==> config.mk <==
export PLATFORM = sky130hd
export DESIGN_NAME = cbs_sequencer
export DESIGN_NICKNAME = d
export VERILOG_FILES = /design/src/core/cbs_pkg.sv /design/src/core/cbs_tmr_if.sv /design/src/core/cbs_idle_timer.sv /design/src/core/cbs_sequencer.sv
export VERILOG_INCLUDE_DIRS = /design/src /design/src/core
export SDC_FILE = /design/constraint.sdc
export NUM_CORES = 1
export LEC_CHECK = 0
export BUFFER_PORTS_ARGS = -buffer_cell sky130_fd_sc_hd__buf_2
export CAP_MARGIN = 15
export CORE_MARGIN = 3
export CORE_UTILIZATION = 54
export DETAILED_ROUTE_END_ITERATION = 8
export GPL_ROUTABILITY_DRIVEN = 0
export PLACE_DENSITY = 0.77
export SLEW_MARGIN = 40
export SYNTH_ARGS = -nofsm -noshare
export SYNTH_HDL_FRONTEND = slang
export SYNTH_SLANG_ARGS = --single-unit
==> constraint.sdc <==
create_clock -name clk_in -period 2.6 [get_ports clk_in]
set_input_delay 0.52 -clock clk_in [delete_from_list [all_inputs] [get_ports clk_in]]
set_output_delay 0.52 -clock clk_in [all_outputs]
set_load 0.005 [all_outputs]
==> src/core/cbs_cfg.svh <==
`ifndef CBS_CFG_SVH
`define CBS_CFG_SVH

// ==========================================================
// internal state counts
`define CBS_DIV_B_STATES 5'd11
`define CBS_DIV_W_STATES 5'd19
`define CBS_ONE_STATE 5'd1

// ==========================================================
// sequence table geometry
`define CBS_MAX_STEPS 8
`define CBS_IDX_W 3

// ==========================================================
// reset values
`define CBS_RST_IDX 3'h0
`define CBS_RST_REP 8'h00

`endif

==> src/core/cbs_pkg.sv <==
`include "cbs_cfg.svh"

package cbs_pkg;

	// ==========================================================
	// instruction classes covered by the sequencer
	typedef enum logic [4:0] {
		CBS_OP_NEXT_ONLY,    // compare reg, dec, inc, cc/ext reg loads
		CBS_OP_CMP_IMM32,    // long compare with 32-bit immediate
		CBS_OP_LDC_IMM_EXT,  // immediate load of extended_control_reg
		CBS_OP_SDIV_B,       // signed_divide byte
		CBS_OP_SDIV_W,       // signed_divide word
		CBS_OP_UDIV_B,       // unsigned_divide byte
		CBS_OP_UDIV_W,       // unsigned_divide word
		CBS_OP_BLOCK_MOVE,   // block transfer, n bytes
		CBS_OP_JMP_REG,      // jump register indirect
		CBS_OP_JMP_ABS24,    // jump absolute 24-bit
		CBS_OP_JMP_VEC8,     // jump memory indirect via 8-bit vector
		CBS_OP_JSR_REG,      // subroutine_call register indirect
		CBS_OP_JSR_ABS24,    // subroutine_call absolute 24-bit
		CBS_OP_JSR_VEC8,     // subroutine_call via 8-bit vector
		CBS_OP_LDC_IND,      // control_register_load register indirect
		CBS_OP_LDC_D16,      // with 16-bit displacement
		CBS_OP_LDC_D32,      // with 32-bit displacement
		CBS_OP_LDC_POSTINC,  // post increment
		CBS_OP_LDC_ABS16,    // absolute 16-bit
		CBS_OP_LDC_ABS32,    // absolute 32-bit
		CBS_OP_POP_MULTI     // multi_register_pop
	} cbs_op_e;

	// ==========================================================
	// kind of one column of a sequence
	typedef enum logic [1:0] {
		CBS_SK_END,
		CBS_SK_READ,
		CBS_SK_WRITE,
		CBS_SK_IDLE
	} cbs_kind_e;

	// ==========================================================
	// what a bus cycle addresses
	typedef enum logic [3:0] {
		CBS_TG_NONE,
		CBS_TG_NEXT,   // next instruction word
		CBS_TG_EXT2,   // 2nd instruction word
		CBS_TG_EXT3,
		CBS_TG_EXT4,
		CBS_TG_EXT5,
		CBS_TG_EA,     // effective_address_access
		CBS_TG_EAS,    // block source
		CBS_TG_EAD,    // block destination
		CBS_TG_VEC,    // 8-bit vector location
		CBS_TG_STK_H,  // stack high word
		CBS_TG_STK_L   // stack low word (or sole word of a normal-mode push)
	} cbs_tgt_e;

	typedef enum logic [1:0] {
		CBS_PH_IDLE,
		CBS_PH_STEP,
		CBS_PH_BUS,
		CBS_PH_INT
	} cbs_phase_e;

	// one column of a sequence
	typedef struct packed {
		cbs_kind_e kind;
		logic byte_sz;
		logic lock;
		cbs_tgt_e tgt;
		logic [4:0] states;
		logic loop_first;
		logic loop_last;
	} cbs_step_s;

	// whole state of the sequencer
	typedef struct packed {
		cbs_phase_e phase;
		cbs_op_e op;
		logic adv;
		logic [`CBS_IDX_W-1:0] idx;
		logic [7:0] rep;
		logic req;
		logic wr;
		logic byte_sz;
		logic lock;
		cbs_tgt_e tgt;
		logic idle;
		logic busy;
		logic done;
	} cbs_state_s;

	// whole state of the idle timer
	typedef struct packed {
		logic [4:0] rem;
	} cbs_tmr_s;

endpackage

==> src/core/cbs_tmr_if.sv <==
// ==========================================================
// link between sequencer and its internal-state timer
interface cbs_tmr_if;
	logic load;         // one-cycle pulse, start counting
	logic [4:0] count;  // number of internal states
	logic last;         // current state is the final one
	modport seq (output load, output count, input last);
	modport tmr (input load, input count, output last);
endinterface

==> src/core/cbs_idle_timer.sv <==
module cbs_idle_timer
	import cbs_pkg::*;
(
	input wire logic clk_in,
	input wire logic srst_in,
	cbs_tmr_if.tmr tmr_io
);

	cbs_tmr_s q;  // registered state
	cbs_tmr_s d;  // next state

	// ==========================================================
	// countdown: loaded with n, flags last while rem is one
	always_comb begin
		d = q;
		if (tmr_io.load) begin
			d.rem = tmr_io.count;
		end else if (q.rem != 5'h00) begin
			d.rem = q.rem - 5'h01;
		end
	end

	// last is decoded from a flop, so no loop back into the loader
	assign tmr_io.last = (q.rem == 5'h01);

	// ==========================================================
	// state register
	always_ff @(posedge clk_in) begin
		if (srst_in) begin
			q <= '0;
		end else begin
			q <= d;
		end
	end

endmodule

==> src/core/cbs_sequencer.sv <==
// How it works
// - byte divide: 11 internal states after fetches
// - word divide: 19 internal states after fetches
// - advanced call: locked high push, then low
// - vector jump: vector read (locked word pair in advanced mode), one state, target
// - block move: n+1 source/dest byte pairs, fetch
// - multi pop: one state, locked H then L
`include "cbs_cfg.svh"

module cbs_sequencer
	import cbs_pkg::*;
(
	input wire logic clk_in,
	input wire logic srst_in,
	input wire logic start_in,
	input wire cbs_op_e op_in,
	input wire logic adv_mode_in,
	input wire logic [7:0] count_in,
	input wire logic bus_ack_in,
	output logic bus_req_out,
	output logic bus_write_out,
	output logic bus_byte_out,
	output logic bus_lock_out,
	output cbs_tgt_e bus_target_out,
	output logic idle_out,
	output logic busy_out,
	output logic done_out
);

	// ==========================================================
	// column builders
	function automatic cbs_step_s bus_col(input logic wr,
		input logic byte_sz, input logic lock, input cbs_tgt_e tgt);
		cbs_step_s s;
		s = '0;
		s.kind = wr ? CBS_SK_WRITE : CBS_SK_READ;
		s.byte_sz = byte_sz;
		s.lock = lock;
		s.tgt = tgt;
		return s;
	endfunction

	function automatic cbs_step_s rd(input cbs_tgt_e tgt);
		return bus_col(1'b0, 1'b0, 1'b0, tgt);
	endfunction

	function automatic cbs_step_s idle_col(input logic [4:0] n);
		cbs_step_s s;
		s = '0;
		s.kind = CBS_SK_IDLE;
		s.states = n;
		return s;
	endfunction

	// ==========================================================
	// sequence table: column idx of instruction op in given mode;
	// unused columns stay at end-of-sequence
	function automatic cbs_step_s step_at(input cbs_op_e op,
		input logic adv, input logic [`CBS_IDX_W-1:0] idx);
		cbs_step_s seq [`CBS_MAX_STEPS];
		for (int i = 0; i < `CBS_MAX_STEPS; i++) begin
			seq[i] = '0;
		end
		unique case (op)
			CBS_OP_NEXT_ONLY: begin
				seq[0] = rd(CBS_TG_NEXT);
			end
			CBS_OP_CMP_IMM32: begin
				seq[0] = rd(CBS_TG_EXT2);
				seq[1] = rd(CBS_TG_EXT3);
				seq[2] = rd(CBS_TG_NEXT);
			end
			CBS_OP_LDC_IMM_EXT: begin
				seq[0] = rd(CBS_TG_EXT2);
				seq[1] = rd(CBS_TG_NEXT);
			end
			CBS_OP_SDIV_B: begin
				seq[0] = rd(CBS_TG_EXT2);
				seq[1] = rd(CBS_TG_NEXT);
				seq[2] = idle_col(`CBS_DIV_B_STATES);
			end
			CBS_OP_SDIV_W: begin
				seq[0] = rd(CBS_TG_EXT2);
				seq[1] = rd(CBS_TG_NEXT);
				seq[2] = idle_col(`CBS_DIV_W_STATES);
			end
			CBS_OP_UDIV_B: begin
				seq[0] = rd(CBS_TG_NEXT);
				seq[1] = idle_col(`CBS_DIV_B_STATES);
			end
			CBS_OP_UDIV_W: begin
				seq[0] = rd(CBS_TG_NEXT);
				seq[1] = idle_col(`CBS_DIV_W_STATES);
			end
			CBS_OP_BLOCK_MOVE: begin
				seq[0] = rd(CBS_TG_EXT2);
				seq[1] = bus_col(1'b0, 1'b1, 1'b0, CBS_TG_EAS);
				seq[2] = bus_col(1'b0, 1'b1, 1'b0, CBS_TG_EAD);
				// repeated pair: source read, destination write
				seq[3] = bus_col(1'b0, 1'b1, 1'b0, CBS_TG_EAS);
				seq[3].loop_first = 1'b1;
				seq[4] = bus_col(1'b1, 1'b1, 1'b0, CBS_TG_EAD);
				seq[4].loop_last = 1'b1;
				seq[5] = rd(CBS_TG_NEXT);
			end
			CBS_OP_JMP_REG: begin
				seq[0] = rd(CBS_TG_NEXT);
				seq[1] = rd(CBS_TG_EA);
			end
			CBS_OP_JMP_ABS24: begin
				seq[0] = rd(CBS_TG_EXT2);
				seq[1] = idle_col(`CBS_ONE_STATE);
				seq[2] = rd(CBS_TG_EA);
			end
			CBS_OP_JMP_VEC8: begin
				seq[0] = rd(CBS_TG_NEXT);
				if (adv) begin
					// 32-bit vector: locked pair of word reads
					seq[1] = bus_col(1'b0, 1'b0, 1'b1, CBS_TG_VEC);
					seq[2] = rd(CBS_TG_VEC);
					seq[3] = idle_col(`CBS_ONE_STATE);
					seq[4] = rd(CBS_TG_EA);
				end else begin
					seq[1] = rd(CBS_TG_VEC);
					seq[2] = idle_col(`CBS_ONE_STATE);
					seq[3] = rd(CBS_TG_EA);
				end
			end
			CBS_OP_JSR_REG, CBS_OP_JSR_ABS24: begin
				seq[0] = (op == CBS_OP_JSR_REG) ? rd(CBS_TG_NEXT) :
					rd(CBS_TG_EXT2);
				// absolute form spends one state before the target
				seq[1] = (op == CBS_OP_JSR_REG) ? rd(CBS_TG_EA) :
					idle_col(`CBS_ONE_STATE);
				seq[2] = (op == CBS_OP_JSR_REG) ? '0 : rd(CBS_TG_EA);
				if (op == CBS_OP_JSR_REG) begin
					seq[2] = bus_col(1'b1, 1'b0, adv,
						adv ? CBS_TG_STK_H : CBS_TG_STK_L);
					seq[3] = adv ?
						bus_col(1'b1, 1'b0, 1'b0, CBS_TG_STK_L) : '0;
				end else begin
					seq[3] = bus_col(1'b1, 1'b0, adv,
						adv ? CBS_TG_STK_H : CBS_TG_STK_L);
					seq[4] = adv ?
						bus_col(1'b1, 1'b0, 1'b0, CBS_TG_STK_L) : '0;
				end
			end
			CBS_OP_JSR_VEC8: begin
				seq[0] = rd(CBS_TG_NEXT);
				if (adv) begin
					seq[1] = bus_col(1'b0, 1'b0, 1'b1, CBS_TG_VEC);
					seq[2] = rd(CBS_TG_VEC);
					seq[3] = bus_col(1'b1, 1'b0, 1'b1, CBS_TG_STK_H);
					seq[4] = bus_col(1'b1, 1'b0, 1'b0, CBS_TG_STK_L);
					seq[5] = rd(CBS_TG_EA);
				end else begin
					seq[1] = rd(CBS_TG_VEC);
					seq[2] = bus_col(1'b1, 1'b0, 1'b0, CBS_TG_STK_L);
					seq[3] = rd(CBS_TG_EA);
				end
			end
			CBS_OP_LDC_IND: begin
				seq[0] = rd(CBS_TG_EXT2);
				seq[1] = rd(CBS_TG_NEXT);
				seq[2] = rd(CBS_TG_EA);
			end
			CBS_OP_LDC_D16, CBS_OP_LDC_ABS16: begin
				seq[0] = rd(CBS_TG_EXT2);
				seq[1] = rd(CBS_TG_EXT3);
				seq[2] = rd(CBS_TG_NEXT);
				seq[3] = rd(CBS_TG_EA);
			end
			CBS_OP_LDC_D32: begin
				seq[0] = rd(CBS_TG_EXT2);
				seq[1] = rd(CBS_TG_EXT3);
				seq[2] = rd(CBS_TG_EXT4);
				seq[3] = rd(CBS_TG_EXT5);
				seq[4] = rd(CBS_TG_NEXT);
				seq[5] = rd(CBS_TG_EA);
			end
			CBS_OP_LDC_POSTINC: begin
				seq[0] = rd(CBS_TG_EXT2);
				seq[1] = rd(CBS_TG_NEXT);
				seq[2] = idle_col(`CBS_ONE_STATE);
				seq[3] = rd(CBS_TG_EA);
			end
			CBS_OP_LDC_ABS32: begin
				seq[0] = rd(CBS_TG_EXT2);
				seq[1] = rd(CBS_TG_EXT3);
				seq[2] = rd(CBS_TG_EXT4);
				seq[3] = rd(CBS_TG_NEXT);
				seq[4] = rd(CBS_TG_EA);
			end
			CBS_OP_POP_MULTI: begin
				seq[0] = rd(CBS_TG_EXT2);
				seq[1] = bus_col(1'b0, 1'b0, 1'b1, CBS_TG_NEXT);
				seq[2] = idle_col(`CBS_ONE_STATE);
				// one locked high / low pair per register
				seq[3] = bus_col(1'b0, 1'b0, 1'b1, CBS_TG_STK_H);
				seq[3].loop_first = 1'b1;
				seq[4] = rd(CBS_TG_STK_L);
				seq[4].loop_last = 1'b1;
			end
			default: begin
				seq[0] = '0;  // unused op codes end at once
			end
		endcase
		return seq[idx];
	endfunction

	// ==========================================================
	// state and links
	cbs_state_s q;    // registered state
	cbs_state_s d;    // next state
	cbs_step_s st;    // current column
	cbs_tmr_if tmr_io ();

	cbs_idle_timer u_timer (
		.clk_in(clk_in),
		.srst_in(srst_in),
		.tmr_io(tmr_io.tmr)
	);

	assign st = step_at(q.op, q.adv, q.idx);

	// ==========================================================
	// sequencing: one dispatch cycle, then the column itself
	always_comb begin
		d = q;
		d.done = 1'b0;
		tmr_io.load = 1'b0;
		tmr_io.count = st.states;
		unique case (q.phase)
			CBS_PH_IDLE: begin
				// op and count are caught once; later input changes ignored
				if (start_in) begin
					d.op = op_in;
					d.adv = adv_mode_in;
					d.rep = count_in;
					d.idx = `CBS_RST_IDX;
					d.busy = 1'b1;
					d.phase = CBS_PH_STEP;
				end
			end
			CBS_PH_STEP: begin
				if (st.kind == CBS_SK_END) begin
					d.busy = 1'b0;
					d.done = 1'b1;
					d.phase = CBS_PH_IDLE;
				end else if (st.loop_first && q.rep == 8'h00) begin
					// zero repeats: skip the whole pair
					d.idx = q.idx + 3'h2;
				end else if (st.kind == CBS_SK_IDLE) begin
					tmr_io.load = 1'b1;
					d.idle = 1'b1;
					d.phase = CBS_PH_INT;
				end else begin
					d.req = 1'b1;
					d.wr = (st.kind == CBS_SK_WRITE);
					d.byte_sz = st.byte_sz;
					d.lock = st.lock;
					d.tgt = st.tgt;
					d.phase = CBS_PH_BUS;
				end
			end
			CBS_PH_BUS, CBS_PH_INT: begin
				// a column ends on its ack or its final internal state
				if ((q.phase == CBS_PH_BUS && bus_ack_in) ||
					(q.phase == CBS_PH_INT && tmr_io.last)) begin
					d.req = 1'b0;
					d.wr = 1'b0;
					d.byte_sz = 1'b0;
					d.lock = 1'b0;
					d.tgt = CBS_TG_NONE;
					d.idle = 1'b0;
					d.phase = CBS_PH_STEP;
					if (st.loop_last && q.rep > 8'h01) begin
						d.rep = q.rep - 8'h01;
						d.idx = q.idx - 3'h1;
					end else begin
						d.idx = q.idx + 3'h1;
					end
				end
			end
		endcase
	end

	// ==========================================================
	// state register; every output is a field of it
	always_ff @(posedge clk_in) begin
		if (srst_in) begin
			q <= '0;
		end else begin
			q <= d;
		end
	end

	assign bus_req_out = q.req;
	assign bus_write_out = q.wr;
	assign bus_byte_out = q.byte_sz;
	assign bus_lock_out = q.lock;
	assign bus_target_out = q.tgt;
	assign idle_out = q.idle;
	assign busy_out = q.busy;
	assign done_out = q.done;

endmodule

# --- Word level (Yosys, flattened, before mapping) ---
# Cells that the tools add are included.
op_classes:
  addsub: 5
  multipliers: 0
  div: 0
  order_cmp: 2
  eq_ne: 36
  shifts: 0
  mux: 47
  bitwise: 2
  n_reduce_logical: 33
op_table:
  columns: ["op", "count"]
  rows:
  - ["$pmux W15 S11", 1]
  - ["$pmux W15 S10", 1]
  - ["$pmux W15 S8", 1]
  - ["$mux W15", 7]
  - ["$pmux W15 S7", 1]
  - ["$mux W42", 2]
  - ["$bmux W15 S3", 1]
  - ["$pmux W15 S3", 1]
  - ["$pmux W14 S3", 1]
  - ["$eq A5 B4 Y1 const B", 8]
  - ["$mux W30", 1]
  - ["$mux W9", 3]
  - ["$eq A5 B5 Y1 const B", 5]
  - ["$eq A5 B3 Y1 const B", 4]
  - ["$mux W20", 1]
  - ["$mux W19", 1]
  - ["$ne A2 B2 Y1 const B", 9]
  - ["$pmux W9 S2", 1]
  - ["$mux W8", 2]
  - ["$pmux W8 S2", 1]
  - ["$mux W14", 1]
  - ["$reduce_or A13 Y1", 1]
  - ["$reduce_or A2 Y1", 6]
  - ["$eq A5 B1 Y1 const B", 2]
  - ["34 further kinds", 63]
totals:
  ff_bits: 35
  latchBits: 0
  mem_bits_rw: 0
  rom_bits: 0
  in_bits: 18
  output_inout_bits: 11
  n_memories: 0

# --- Depth between registers and ports, before layout ---
# Gate-level depths: netlist of the first run.
depth:
  ltp_word: 12
  ltp_mapped: 11
  ltp_nobuf: 9

# --- Hierarchy ---
# A second synthesis of the first run with hierarchy kept.
unflattened:
  cells_unflattened: 448
  hier_area_um2: 3337.0
modules_own_cells:
  columns: ["module", "instances", "cells_per_inst", "area_each_um2", "seq_area_each_um2"]
  rows:
  - ["cbs_sequencer", 1, 413, 3027.9, 600.6]
  - ["cbs_idle_timer", 1, 35, 309.0, 100.1]

# --- Least setup slack after synthesis of the first run ---
# No wires, ideal clock.
synth_path:
  path_kind: "flip-flop to flip-flop"
  from: "register q[26] in the netlist's numbering"
  to: "register q (netlist bit bus_target_out[3])"
  setup_time_ns: 0.117
  arrival_ns: 2.630
  required_ns: 2.483
  setup_slack_ns: -0.147
  stages_incl_launch_ff: 11
  path_buffers: 3
  period_less_slack_ns: 2.747
  path_cell_list: "dfxtp_1 > buf_2 > buf_2 > buf_1 > nand3_1 > ha_1 > a311oi_1 > o32ai_2 > and4_1 > or3_1 > a32o_1"
synth_via:
  elab_chain_cells: 10
  elab_cells_between_ends: 55
  classes_between: "eq/ne (24); mux (17); reduce/logical (14)"
synth_rtl:
  columns: ["item", "line_no", "text"]
  rows:
  - ["from (decl)", "cbs_sequencer.sv:213", "cbs_state_s q;"]
  - ["from (signal assigned)", "cbs_sequencer.sv:292", "q <= '0;"]
  - ["from (signal assigned)", "cbs_sequencer.sv:294", "q <= d;"]
  - ["$eq A5 B5 Y1 (tied with other cells)", "cbs_sequencer.sv:64", "unique case (op)"]
  - ["$reduce_or A5 Y1 (no line) (tied with other cells)", null, null]
  - ["$pmux W15 S11 (tied with other cells)", "cbs_sequencer.sv:64", null]
  - ["$bmux W15 S3 *", "cbs_sequencer.sv:208", "return seq[idx];"]
  - ["$mux W15 (implied by the code) * (2 in series)", "cbs_sequencer.sv:208", null]
  - ["$mux W8", "cbs_sequencer.sv:253", "end else if (st.kind == CBS_SK_IDLE) begin"]
  - ["$mux W9", "cbs_sequencer.sv:250", "end else if (st.loop_first && q.rep == 8'h00) begin"]
  - ["$mux W9", "cbs_sequencer.sv:246", "if (st.kind == CBS_SK_END) begin"]
  - ["$pmux W9 S2", "cbs_sequencer.sv:233", "unique case (q.phase)"]
# Every way passes the cells marked *; elsewhere a longest branch is shown, timed or not. The select of a mux whose other input is x is not followed.
# A chain may end at the register's enable or synchronous reset.

# --- Worst setup path in the final report of the first run ---
layout_path:
  from: "register q[23] in the netlist's numbering"
  to: "register q (netlist bit bus_target_out[3])"
# Same word-level chain as after synthesis.

==> metrics.yaml, run 1 <==
clock_tree:
  cts_made_buffers: 5
  clock_path_buffers: 2
  htree_levels: 2
  cts_root_buffer: "clkbuf_8"
  clkTransAtPathRegs_ps: 80
  cts_sinks: 35
  clk_latency_ps: 290
  tritoncts: "yes"
yosys:
  synth_commonest_cells: "nand2_1 (40), nor2_1 (40), a21oi_1 (35), dfxtp_1 (35), inv_1 (21)"
  synth_xor_area_share_pct: 2.55
  yosysSeqAreaShare_pct: 22.7
  synth-simple-area-share_pct: 27.8
  synth_edf_count: 0
  synthesis.area_sq_um: 3090
  ys_warn_count: 0
  synthAdderAreaFrac_pct: 3.24
  synth_top_area_share_pct: 22.7
  synth_nets: 450
  ys_seq_elements: 35
  syn-instance-count: 424
  yosysTopAreaCell: "dfxtp_1"
  synth_top_family_by_area: "compound AO/OA/AOI/OAI gates"
  synth_compound_area_share_pct: 34.3
  ys_types: 73
  ys.flop_type: "dfxtp_1"
  synth.area.top_cells: "dfxtp_1 (23%), a21oi_1 (5.7%), nand2_1 (4.9%), nor2_1 (4.9%), ha_1 (3.2%)"
  avgSynthCellArea_sq_um: 7.29
  async_flop_share_pct: 0
  muxShareOfSynthArea_pct: 0.971
sta:
  fin_skew_ps: 8.58
  fmax_ghz: 0.400
  tightest_slew_ps: 541
  layout_min_cycle_time_ps: 2500
  setup_viol: 0
  finalCritPeriodShare_pct: 96.1
  setup_tns_ps: 0
  relSlewSlack_pct: 63.9
  finalHoldViolations: 0
  rsz0062_at_grt: "no"
  maxSlewViolCount: 0
place:
  place_area_sq_um: 3500
  numPortBuffers: 28
  dp_hpwl_microns: 6990
  post-place-cells: 531
detailed_routing:
  wl_per_cell_microns: 17.6
  drc_errors: 0
  via_count: 3572
  via_per_inst: 6.59
  wirelength_microns: 9550
  drt-initial-drc-count: 396
  dr.pass1.iters: 6
  antenna_left: 0
global_routing:
  grt_usage_pct: 30.1
  grt_first_pass_wirelength_microns: 15800
  grt_pass1_vias: 3344
  grt_max_degree: 29
  overflow: 0
  antenna_found_initial: 0
power:
  switching_power_uw: 821
  worst_ir_drop_vdd_mv: 0.450
  swShare_pct: 38.8
  p_comb_share_pct: 43.7
  p_int_uw: 1290
  pwr-share-clk_pct: 23.5
  seqPwrFrac_pct: 32.8
  p_per_area_nw_per_um2: 577
  total_power_uw: 2110
  power.leakage_uw: 0.00148
worst_setup_path:
  worst_ep_arrival_time_ps: 2690
  criticalPathCategory: "flip-flop to flip-flop"
  startpoint_type: "flip-flop"
  cp_data_required_time_ps: 2790
  endpoint_kind: "flip-flop"
  critPathMaxFanout: 19
layout:
  drive_gt1_share_pct: 22.7
  fin_nets: 497
  final_area_sq_um: 3670
  stdcell_count: 542
  antennaDiodeCount: 0
  area_growth_pct: 18.6
floorplan:
  dieArea_sq_um: 6670
  core-area_sq_um: 5340
  initial_core_util_pct: 58.0
  fp-row-count: 26
  die_w_microns: 81.7
  die_y_microns: 81.7
  num_io_pins: 29
flow_run:
  maxCapViolCount: 0
run_status:
  status: "completed"
worst_hold_path:
  hold_class: "input port to flip-flop"
## cell usage in the layout, fill, tap and decap left out, types with 5 or more instances in the layout
| master | n |
|---|---|
| a31oi_1 | 9 |
| nand4_1 | 6 |
| xor2_1 | 7 |
| buf_2 | 28 |
| ha_1 | 8 |
| o22ai_1 | 5 |
| a32oi_1 | 5 |
| o21ai_0 | 19 |
| nor2b_1 | 13 |
| nor2_1 | 40 |
| nor3_1 | 15 |
| clkbuf_8 | 5 |
| nand2_1 | 40 |
| nand2b_1 | 9 |
| dfxtp_2 | 5 |
| a21oi_1 | 35 |
| a221oi_1 | 7 |
| nand3_1 | 12 |
| a211oi_1 | 8 |
| buf_4 | 44 |
| o211ai_1 | 5 |
| dfxtp_1 | 30 |
| a32o_1 | 5 |
| inv_1 | 21 |
## critical path, stage by stage, from the launching register on
cell	delay [ps]
dfxtp_2	350
buf_12	150
or4b_1	550
a21oi_2	180
nor3_1	90
o32ai_4	240
a211oi_1	130
or3_1	430
a32o_1	280
## layer usage
metal | vias up | track usage [%] | wire [microns]
li1 | 1671 | - | -
met1 | 1636 | 38.9 | 3960
met2 | 223 | 47.0 | 4310
met3 | 42 | 7.89 | 928
met4 | 0 | 13.3 | 345
met5 | - | 0 | 0
## worst paths after layout
path                                  startpoint  depth (start not counted)  slack (ps)                             end
setup / recovery              q[23]$_SDFFE_PP0P_                          8         100  bus_target_out[3]$_SDFFE_PP0P_
hold / removal                          op_in[3]                          3         460              q[26]$_SDFFE_PP0P_
setup reg to reg              q[23]$_SDFFE_PP0P_                          8         100  bus_target_out[3]$_SDFFE_PP0P_
hold reg to reg   bus_target_out[2]$_SDFFE_PP0P_                          2         470  bus_target_out[2]$_SDFFE_PP0P_
## cells by family after synthesis
| kind of cell | Yosys count |
|---|---|
| AO/OA/AOI/OAI | 145 |
| XOR/XNOR | 9 |
| adder cells (fa/ha/maj) | 8 |
| buffers and inverters | 56 |
| flip-flops | 35 |
| multiplexers | 3 |
| AND/OR/NAND/NOR | 168 |
## stage by stage
stage	util [%]	setup WS [ps]	hold WS, ps
detailed placement	65.7	-3.01	454
finish	68.7	101	459
global placement	65.7	21.2	443
CTS	68.0	55.5	461
global route	68.7	21.1	453
floorplan	-	16.0	434
## flip-flops by register name (all words and copies together), names as in the netlist
register and count:
bus_req_out 1, done_out 1, u_timer.q 5, bus_write_out 1, idle_out 1, bus_target_out 4
bus_lock_out 1, q 19, bus_byte_out 1, busy_out 1
## layout make-up
| class | instances | area [sq um] |
|---|---|---|
| multi-input cells | 333 | 2150 |
| fillers | 468 | 1670 |
| flip-flops and latches | 35 | 707 |
| repair buffers | 75 | 531 |
| well taps | 70 | 87.6 |
| inverters | 21 | 78.8 |
| clock buffers | 5 | 68.8 |
| clock inverters | 3 | 43.8 |
## power by group through the flow
stage	logic, uW	registers, uW	clock network [uW]
3_3_place_gp	860	697	0
3_5_place_dp	881	698	0
2_1_floorplan	656	671	0
5_1_grt	1030	703	535
4_1_cts	887	688	505
6_report	925	693	497
## repair_timing
item,in CTS,in global routing
cloned,0,0
resized for setup,2,7
pin swaps,0,1
endpoints found under the setup margin,3,13
hold endpoints to repair,0,0
buffers inserted,0,3
hold buffers,0,0
No activity file was read; power rests on OpenSTA's default activity.
==> run 2, diff against run 1 <==
--- a/config.mk
+++ b/config.mk
@@ -13,6 +13,7 @@
 export DETAILED_ROUTE_END_ITERATION = 8
 export GPL_ROUTABILITY_DRIVEN = 0
 export PLACE_DENSITY = 0.77
+export REMOVE_ABC_BUFFERS = 1
 export SLEW_MARGIN = 40
 export SYNTH_ARGS = -nofsm -noshare
 export SYNTH_HDL_FRONTEND = slang
==> metrics.yaml, run 2 (synthesis results as in run 1) <==
run_status:
  status: "completed"
worst_hold_path:
  min_from: "adv_mode_in"
  hold_class: "input port to flip-flop"
  whs_path_depth: 3
  min_to: "q[22]$_SDFFE_PP0P_"
layout:
  final_core_util_pct: 70.0
  final_common_cell: "buf_4"
  seq_area_sq_um: 707
  antennaDiodeCount: 0
  fin_nets: 506
  drive_gt1_share_pct: 24.7
  final_area_sq_um: 3740
  largest_register_ffs: 19
  layout.cells.most_common_list: "buf_4 (53), nor2_1 (40), nand2_1 (40), a21oi_1 (34), dfxtp_1 (30)"
  area_growth_pct: 20.8
  stdcell_count: 551
  multi_input_area_sq_um: 2170
  fillers: 444
  largest-register: "q"
global_routing:
  antenna_found_initial: 0
  grt_pass1_vias: 3324
  grt_usage_pct: 30.2
  grt_max_degree: 29
  overflow: 0
  grt_first_pass_wirelength_microns: 15900
sta:
  finalCritPeriodShare_pct: 98.1
  fin_skew_ps: 8.25
  hold_slack_ps: 452
  relSlewSlack_pct: 62.3
  finalHoldViolations: 0
  tightest_slew_ps: 566
  setup_viol: 0
  layout_min_cycle_time_ps: 2550
  maxSlewViolCount: 0
  fmax_ghz: 0.392
worst_setup_path:
  path_cells: "buf_4 > or3b_1 > a311oi_1 > o221a_2 > a21oi_2 > and4_1 > or3_1 > a32o_1"
  criticalPathCategory: "flip-flop to flip-flop"
  cpPeakStageDelay_ps: 420
  reg2reg_from: "q[23]$_SDFFE_PP0P_"
  worst_ep_arrival_time_ps: 2730
  cp_data_required_time_ps: 2780
  critPathLaunch: "q[23]$_SDFFE_PP0P_"
  startpoint_type: "flip-flop"
  reg2reg_depth: 8
  cpMaxStageDelayCell: "dfxtp_2"
  r2r_end: "bus_target_out[1]$_SDFFE_PP0P_"
  r2r_slack_ps: 50
  critPathMaxFanout: 9
  endpoint_kind: "flip-flop"
power:
  worst_ir_drop_vdd_mv: 0.561
  seqPwrFrac_pct: 32.5
  switching_power_uw: 845
  p_per_area_nw_per_um2: 575
  p_comb_share_pct: 43.7
  pwr-share-clk_pct: 23.7
  total_power_uw: 2150
  swShare_pct: 39.3
  power.leakage_uw: 0.00152
  p_int_uw: 1300
clock_tree:
  cts_made_buffers: 5
  clk_latency_ps: 300
  tritoncts: "yes"
  cts_sinks: 35
  cts_root_buffer: "clkbuf_8"
  clock_path_buffers: 2
  clkTransAtPathRegs_ps: 70
  htree_levels: 2
place:
  numPortBuffers: 28
  place_area_sq_um: 3570
  post-place-cells: 542
  dp_hpwl_microns: 7220
detailed_routing:
  wl_per_cell_microns: 18.1
  via_count: 3689
  dr.pass1.iters: 8
  antenna_left: 0
  wirelength_microns: 9960
  drt-initial-drc-count: 657
  via_per_inst: 6.70
  drc_errors: 0
floorplan:
  fp-row-count: 26
  die_y_microns: 81.7
  core-area_sq_um: 5340
  num_io_pins: 29
  die_w_microns: 81.7
  initial_core_util_pct: 58.0
  dieArea_sq_um: 6670
flow_run:
  maxCapViolCount: 0
[run 2: metrics by stage]
stage | TNS (ps) | setup WS, ps
2_1_floorplan | -1060 | -259
3_3_place_gp | 0 | 93.2
3_5_place_dp | 0 | 37.3
4_1_cts | 0 | 9.75
5_1_grt | -14.6 | -9.09
6_report | 0 | 49.4
[run 2: routing by layer]
layer,share of wire [%],GRT usage [%]
met3,13,9.76
met5,0,0
met2,44,45.6
met1,40,40.4
met4,2.9,10.6
[run 2: cell type report]
type,instances,share of cell area [%]
clock buffers,5,1.84
clock inverters,3,1.27
inverters,21,2.11
multi-input cells,334,58.0
flip-flops and latches,35,18.9
well taps,70,2.34
repair buffers,83,15.5
[run 2: critical path: cells and delay by family, from the launching register on]
kind | cells | cell delay, ps
buffers and inverters | 1 | 190
and+or+nand+nor | 3 | 990
DFF | 1 | 420
AOI/OAI and AO/OA | 4 | 850
[run 2: timing repair]
| item | in CTS | in global routing |
|---|---|---|
| endpoints found under the setup margin | 0 | 14 |
| resized for setup | 0 | 11 |
| buffers inserted | 0 | 0 |
| hold buffers | 0 | 0 |
[run 2: power groups by stage]
stage / clock network [uW] / logic, uW / registers [uW]
finish: 510 / 940 / 699
global route: 539 / 1040 / 708
CTS: 516 / 905 / 693
detailed placement: 0 / 895 / 705
global placement: 0 / 872 / 701
floorplan: 0 / 554 / 726
[run 2: worst max path at each step]
stage	to	slack, ps	cells past startpoint
global route	bus_target_out[1]$_SDFFE_PP0P_	-9	8
global placement	bus_target_out[3]$_SDFFE_PP0P_	90	8
detailed placement	bus_target_out[3]$_SDFFE_PP0P_	40	9
CTS	bus_target_out[1]$_SDFFE_PP0P_	10	9
finish	bus_target_out[1]$_SDFFE_PP0P_	50	8
floorplan	bus_target_out[3]$_SDFFE_PP0P_	-260	7
==> run 3, diff against run 2 <==
--- a/config.mk
+++ b/config.mk
@@ -9,7 +9,7 @@
 export BUFFER_PORTS_ARGS = -buffer_cell sky130_fd_sc_hd__buf_2
 export CAP_MARGIN = 15
 export CORE_MARGIN = 3
-export CORE_UTILIZATION = 54
+export CORE_UTILIZATION = 55
 export DETAILED_ROUTE_END_ITERATION = 8
 export GPL_ROUTABILITY_DRIVEN = 0
 export PLACE_DENSITY = 0.77
@@ -17,4 +17,5 @@
 export SLEW_MARGIN = 40
 export SYNTH_ARGS = -nofsm -noshare
 export SYNTH_HDL_FRONTEND = slang
+export SYNTH_HIERARCHICAL = 1
 export SYNTH_SLANG_ARGS = --single-unit
==> metrics.yaml, run 3 <==
run_status:
  status: "completed"
sta:
  fmax_ghz: 0.400
  relSlewSlack_pct: 61.1
  hold_slack_ps: 459
  tightest_slew_ps: 582
  finalCritPeriodShare_pct: 96.0
  maxSlewViolCount: 0
  setup_viol: 0
  layout_min_cycle_time_ps: 2500
  fin_skew_ps: 10.9
  finalHoldViolations: 0
layout:
  layout.cells.most_common_list: "nand2_1 (41), a21oi_1 (40), nor2_1 (35), buf_4 (34), dfxtp_1 (32)"
  largest-register: "q"
  area_growth_pct: 13.3
  largest_register_ffs: 19
  fin_nets: 502
  final_common_cell: "nand2_1"
  drive_gt1_share_pct: 22.4
  antennaDiodeCount: 0
yosys:
  synth_top_area_share_pct: 21.0
  ys.flop_type: "dfxtp_1"
  ys_types: 91
  ys_warn_count: 6
  synth_commonest_cells: "a21oi_1 (41), nand2_1 (41), dfxtp_1 (35), nor2_1 (35), o21ai_0 (25)"
  synthesis.area_sq_um: 3340
  synth_edf_count: 0
  ys_seq_elements: 35
  yosysTopAreaCell: "dfxtp_1"
  synth.area.top_cells: "dfxtp_1 (21%), a21oi_1 (6.1%), nand2_1 (4.6%), nor2_1 (3.9%), o21ai_0 (3.7%)"
  async_flop_share_pct: 0
  yosysSeqAreaShare_pct: 21.0
  syn-instance-count: 448
  avgSynthCellArea_sq_um: 7.45
worst_setup_path:
  reg2reg_depth: 9
  critPathMaxFanout: 12
  cp_data_required_time_ps: 2820
  startpoint_type: "flip-flop"
  criticalPathCategory: "flip-flop to flip-flop"
  r2r_slack_ps: 100
  reg2reg_from: "q[24]$_SDFFE_PP0P_"
  endpoint_kind: "flip-flop"
  worst_ep_arrival_time_ps: 2720
  r2r_end: "bus_lock_out$_SDFFE_PP0P_"
clock_tree:
  cts_sinks: 35
  cts_root_buffer: "clkbuf_8"
  clkTransAtPathRegs_ps: 70
  cts_made_buffers: 5
  clk_latency_ps: 300
  clock_path_buffers: 2
  tritoncts: "yes"
  htree_levels: 2
detailed_routing:
  wirelength_microns: 9660
  via_count: 3642
  drt-initial-drc-count: 647
  drc_errors: 0
  wl_per_cell_microns: 17.6
  via_per_inst: 6.62
  antenna_left: 0
  dr.pass1.iters: 5
global_routing:
  grt_pass1_vias: 3345
  grt_max_degree: 44
  overflow: 0
  antenna_found_initial: 0
  grt_first_pass_wirelength_microns: 15900
  grt_usage_pct: 27.0
floorplan:
  die_w_microns: 83.9
  dieArea_sq_um: 7040
  core-area_sq_um: 5680
  num_io_pins: 29
  die_y_microns: 83.9
  fp-row-count: 27
  initial_core_util_pct: 58.8
worst_hold_path:
  min_to: "q[22]$_SDFFE_PP0P_"
  whs_path_depth: 3
  min_from: "adv_mode_in"
  hold_class: "input port to flip-flop"
power:
  p_per_area_nw_per_um2: 621
  power.leakage_uw: 0.00147
  worst_ir_drop_vdd_mv: 0.583
  total_power_uw: 2350
place:
  dp_hpwl_microns: 7100
  numPortBuffers: 28
flow_run:
  maxCapViolCount: 0
==> run 3: cells by family (layout without fill, tap and decap cells) <==
logic type,Yosys count,after routing,synth area share [%]
AND/OR/NAND/NOR,181,181,30.6
AO/OA/AOI/OAI,148,148,31.6
buffers and inverters,59,89,9.07
flip-flops,35,35,21.0
multiplexers,10,10,3.19
adder cells (fa/ha/maj),7,7,2.62
XOR/XNOR,7,7,1.84
other,1,1,0.112
==> run 3: power by group <==
group	leakage, uW	switching, uW	internal [uW]
Sequential	0.000287	107	619
Combinational	0.00112	605	495
Clock	0.0000612	210	310
Total	0.00147	922	1420
==> run 3: how the worst max path moves through the flow <==
stage | from | endpoint | slack [ps] | cells after the start
after detailed placement | q[25]$_SDFFE_PP0P_ | bus_lock_out$_SDFFE_PP0P_ | 40 | 9
after global routing | q[23]$_SDFFE_PP0P_ | q[13]$_SDFFE_PP0P_ | -20 | 7
after floorplan | q[23]$_SDFFE_PP0P_ | bus_target_out[3]$_SDFFE_PP0P_ | -480 | 8
after CTS | q[25]$_SDFFE_PP0P_ | bus_lock_out$_SDFFE_PP0P_ | 20 | 9
after global placement | q[25]$_SDFFE_PP0P_ | bus_target_out[3]$_SDFFE_PP0P_ | 90 | 8
final | q[24]$_SDFFE_PP0P_ | bus_lock_out$_SDFFE_PP0P_ | 100 | 9
==> run 3: what timing repair did <==
action	in CTS	in global routing
setup endpoints to repair	0	11
hold buffers	0	0
hold endpoints to repair	0	0
setup buffers	0	0
resized for setup	0	9
==> run 3: metrics by stage <==
step / std cells / setup WS, ps / utilization, % / TNS (ps) / instance area (sq um)
4_1_cts: 550 / 24.4 / 65.9 / 0 / 3740
3_3_place_gp: 542 / 88.3 / 63.8 / 0 / 3620
5_1_grt: 550 / -17.0 / 66.6 / -17.0 / 3780
3_5_place_dp: 542 / 42.2 / 63.8 / 0 / 3620
6_report: 550 / 103 / 66.6 / 0 / 3780
2_1_floorplan: 406 / -485 / - / -3050 / 3100
==> run 3: area by class of cell <==
class | count | area (sq um)
multi-input combinational | 354 | 2370
fill | 493 | 1890
sequential | 35 | 704
timing repair buffer | 64 | 435
tap | 72 | 90.1
clock buffer | 6 | 82.6
inverter | 17 | 63.8
clock inverter | 2 | 35.0
==> run 3: critical path: stages (launching register included) <==
cell	delay (ps)
dfxtp_2	350
buf_4	180
or2_0	270
or4_1	420
a21oi_1	240
o32a_2	220
o221ai_2	160
o21ai_4	220
buf_4	180
mux2i_1	190
==> run 3: layer usage <==
layer | wire length, microns | up-vias | GRT usage [%]
met3 | 1010 | 37 | 5.63
met1 | 4060 | 1664 | 37.0
met4 | 331 | 0 | 10.2
met5 | 0 | - | 0
li1 | - | 1700 | -
met2 | 4260 | 241 | 41.4
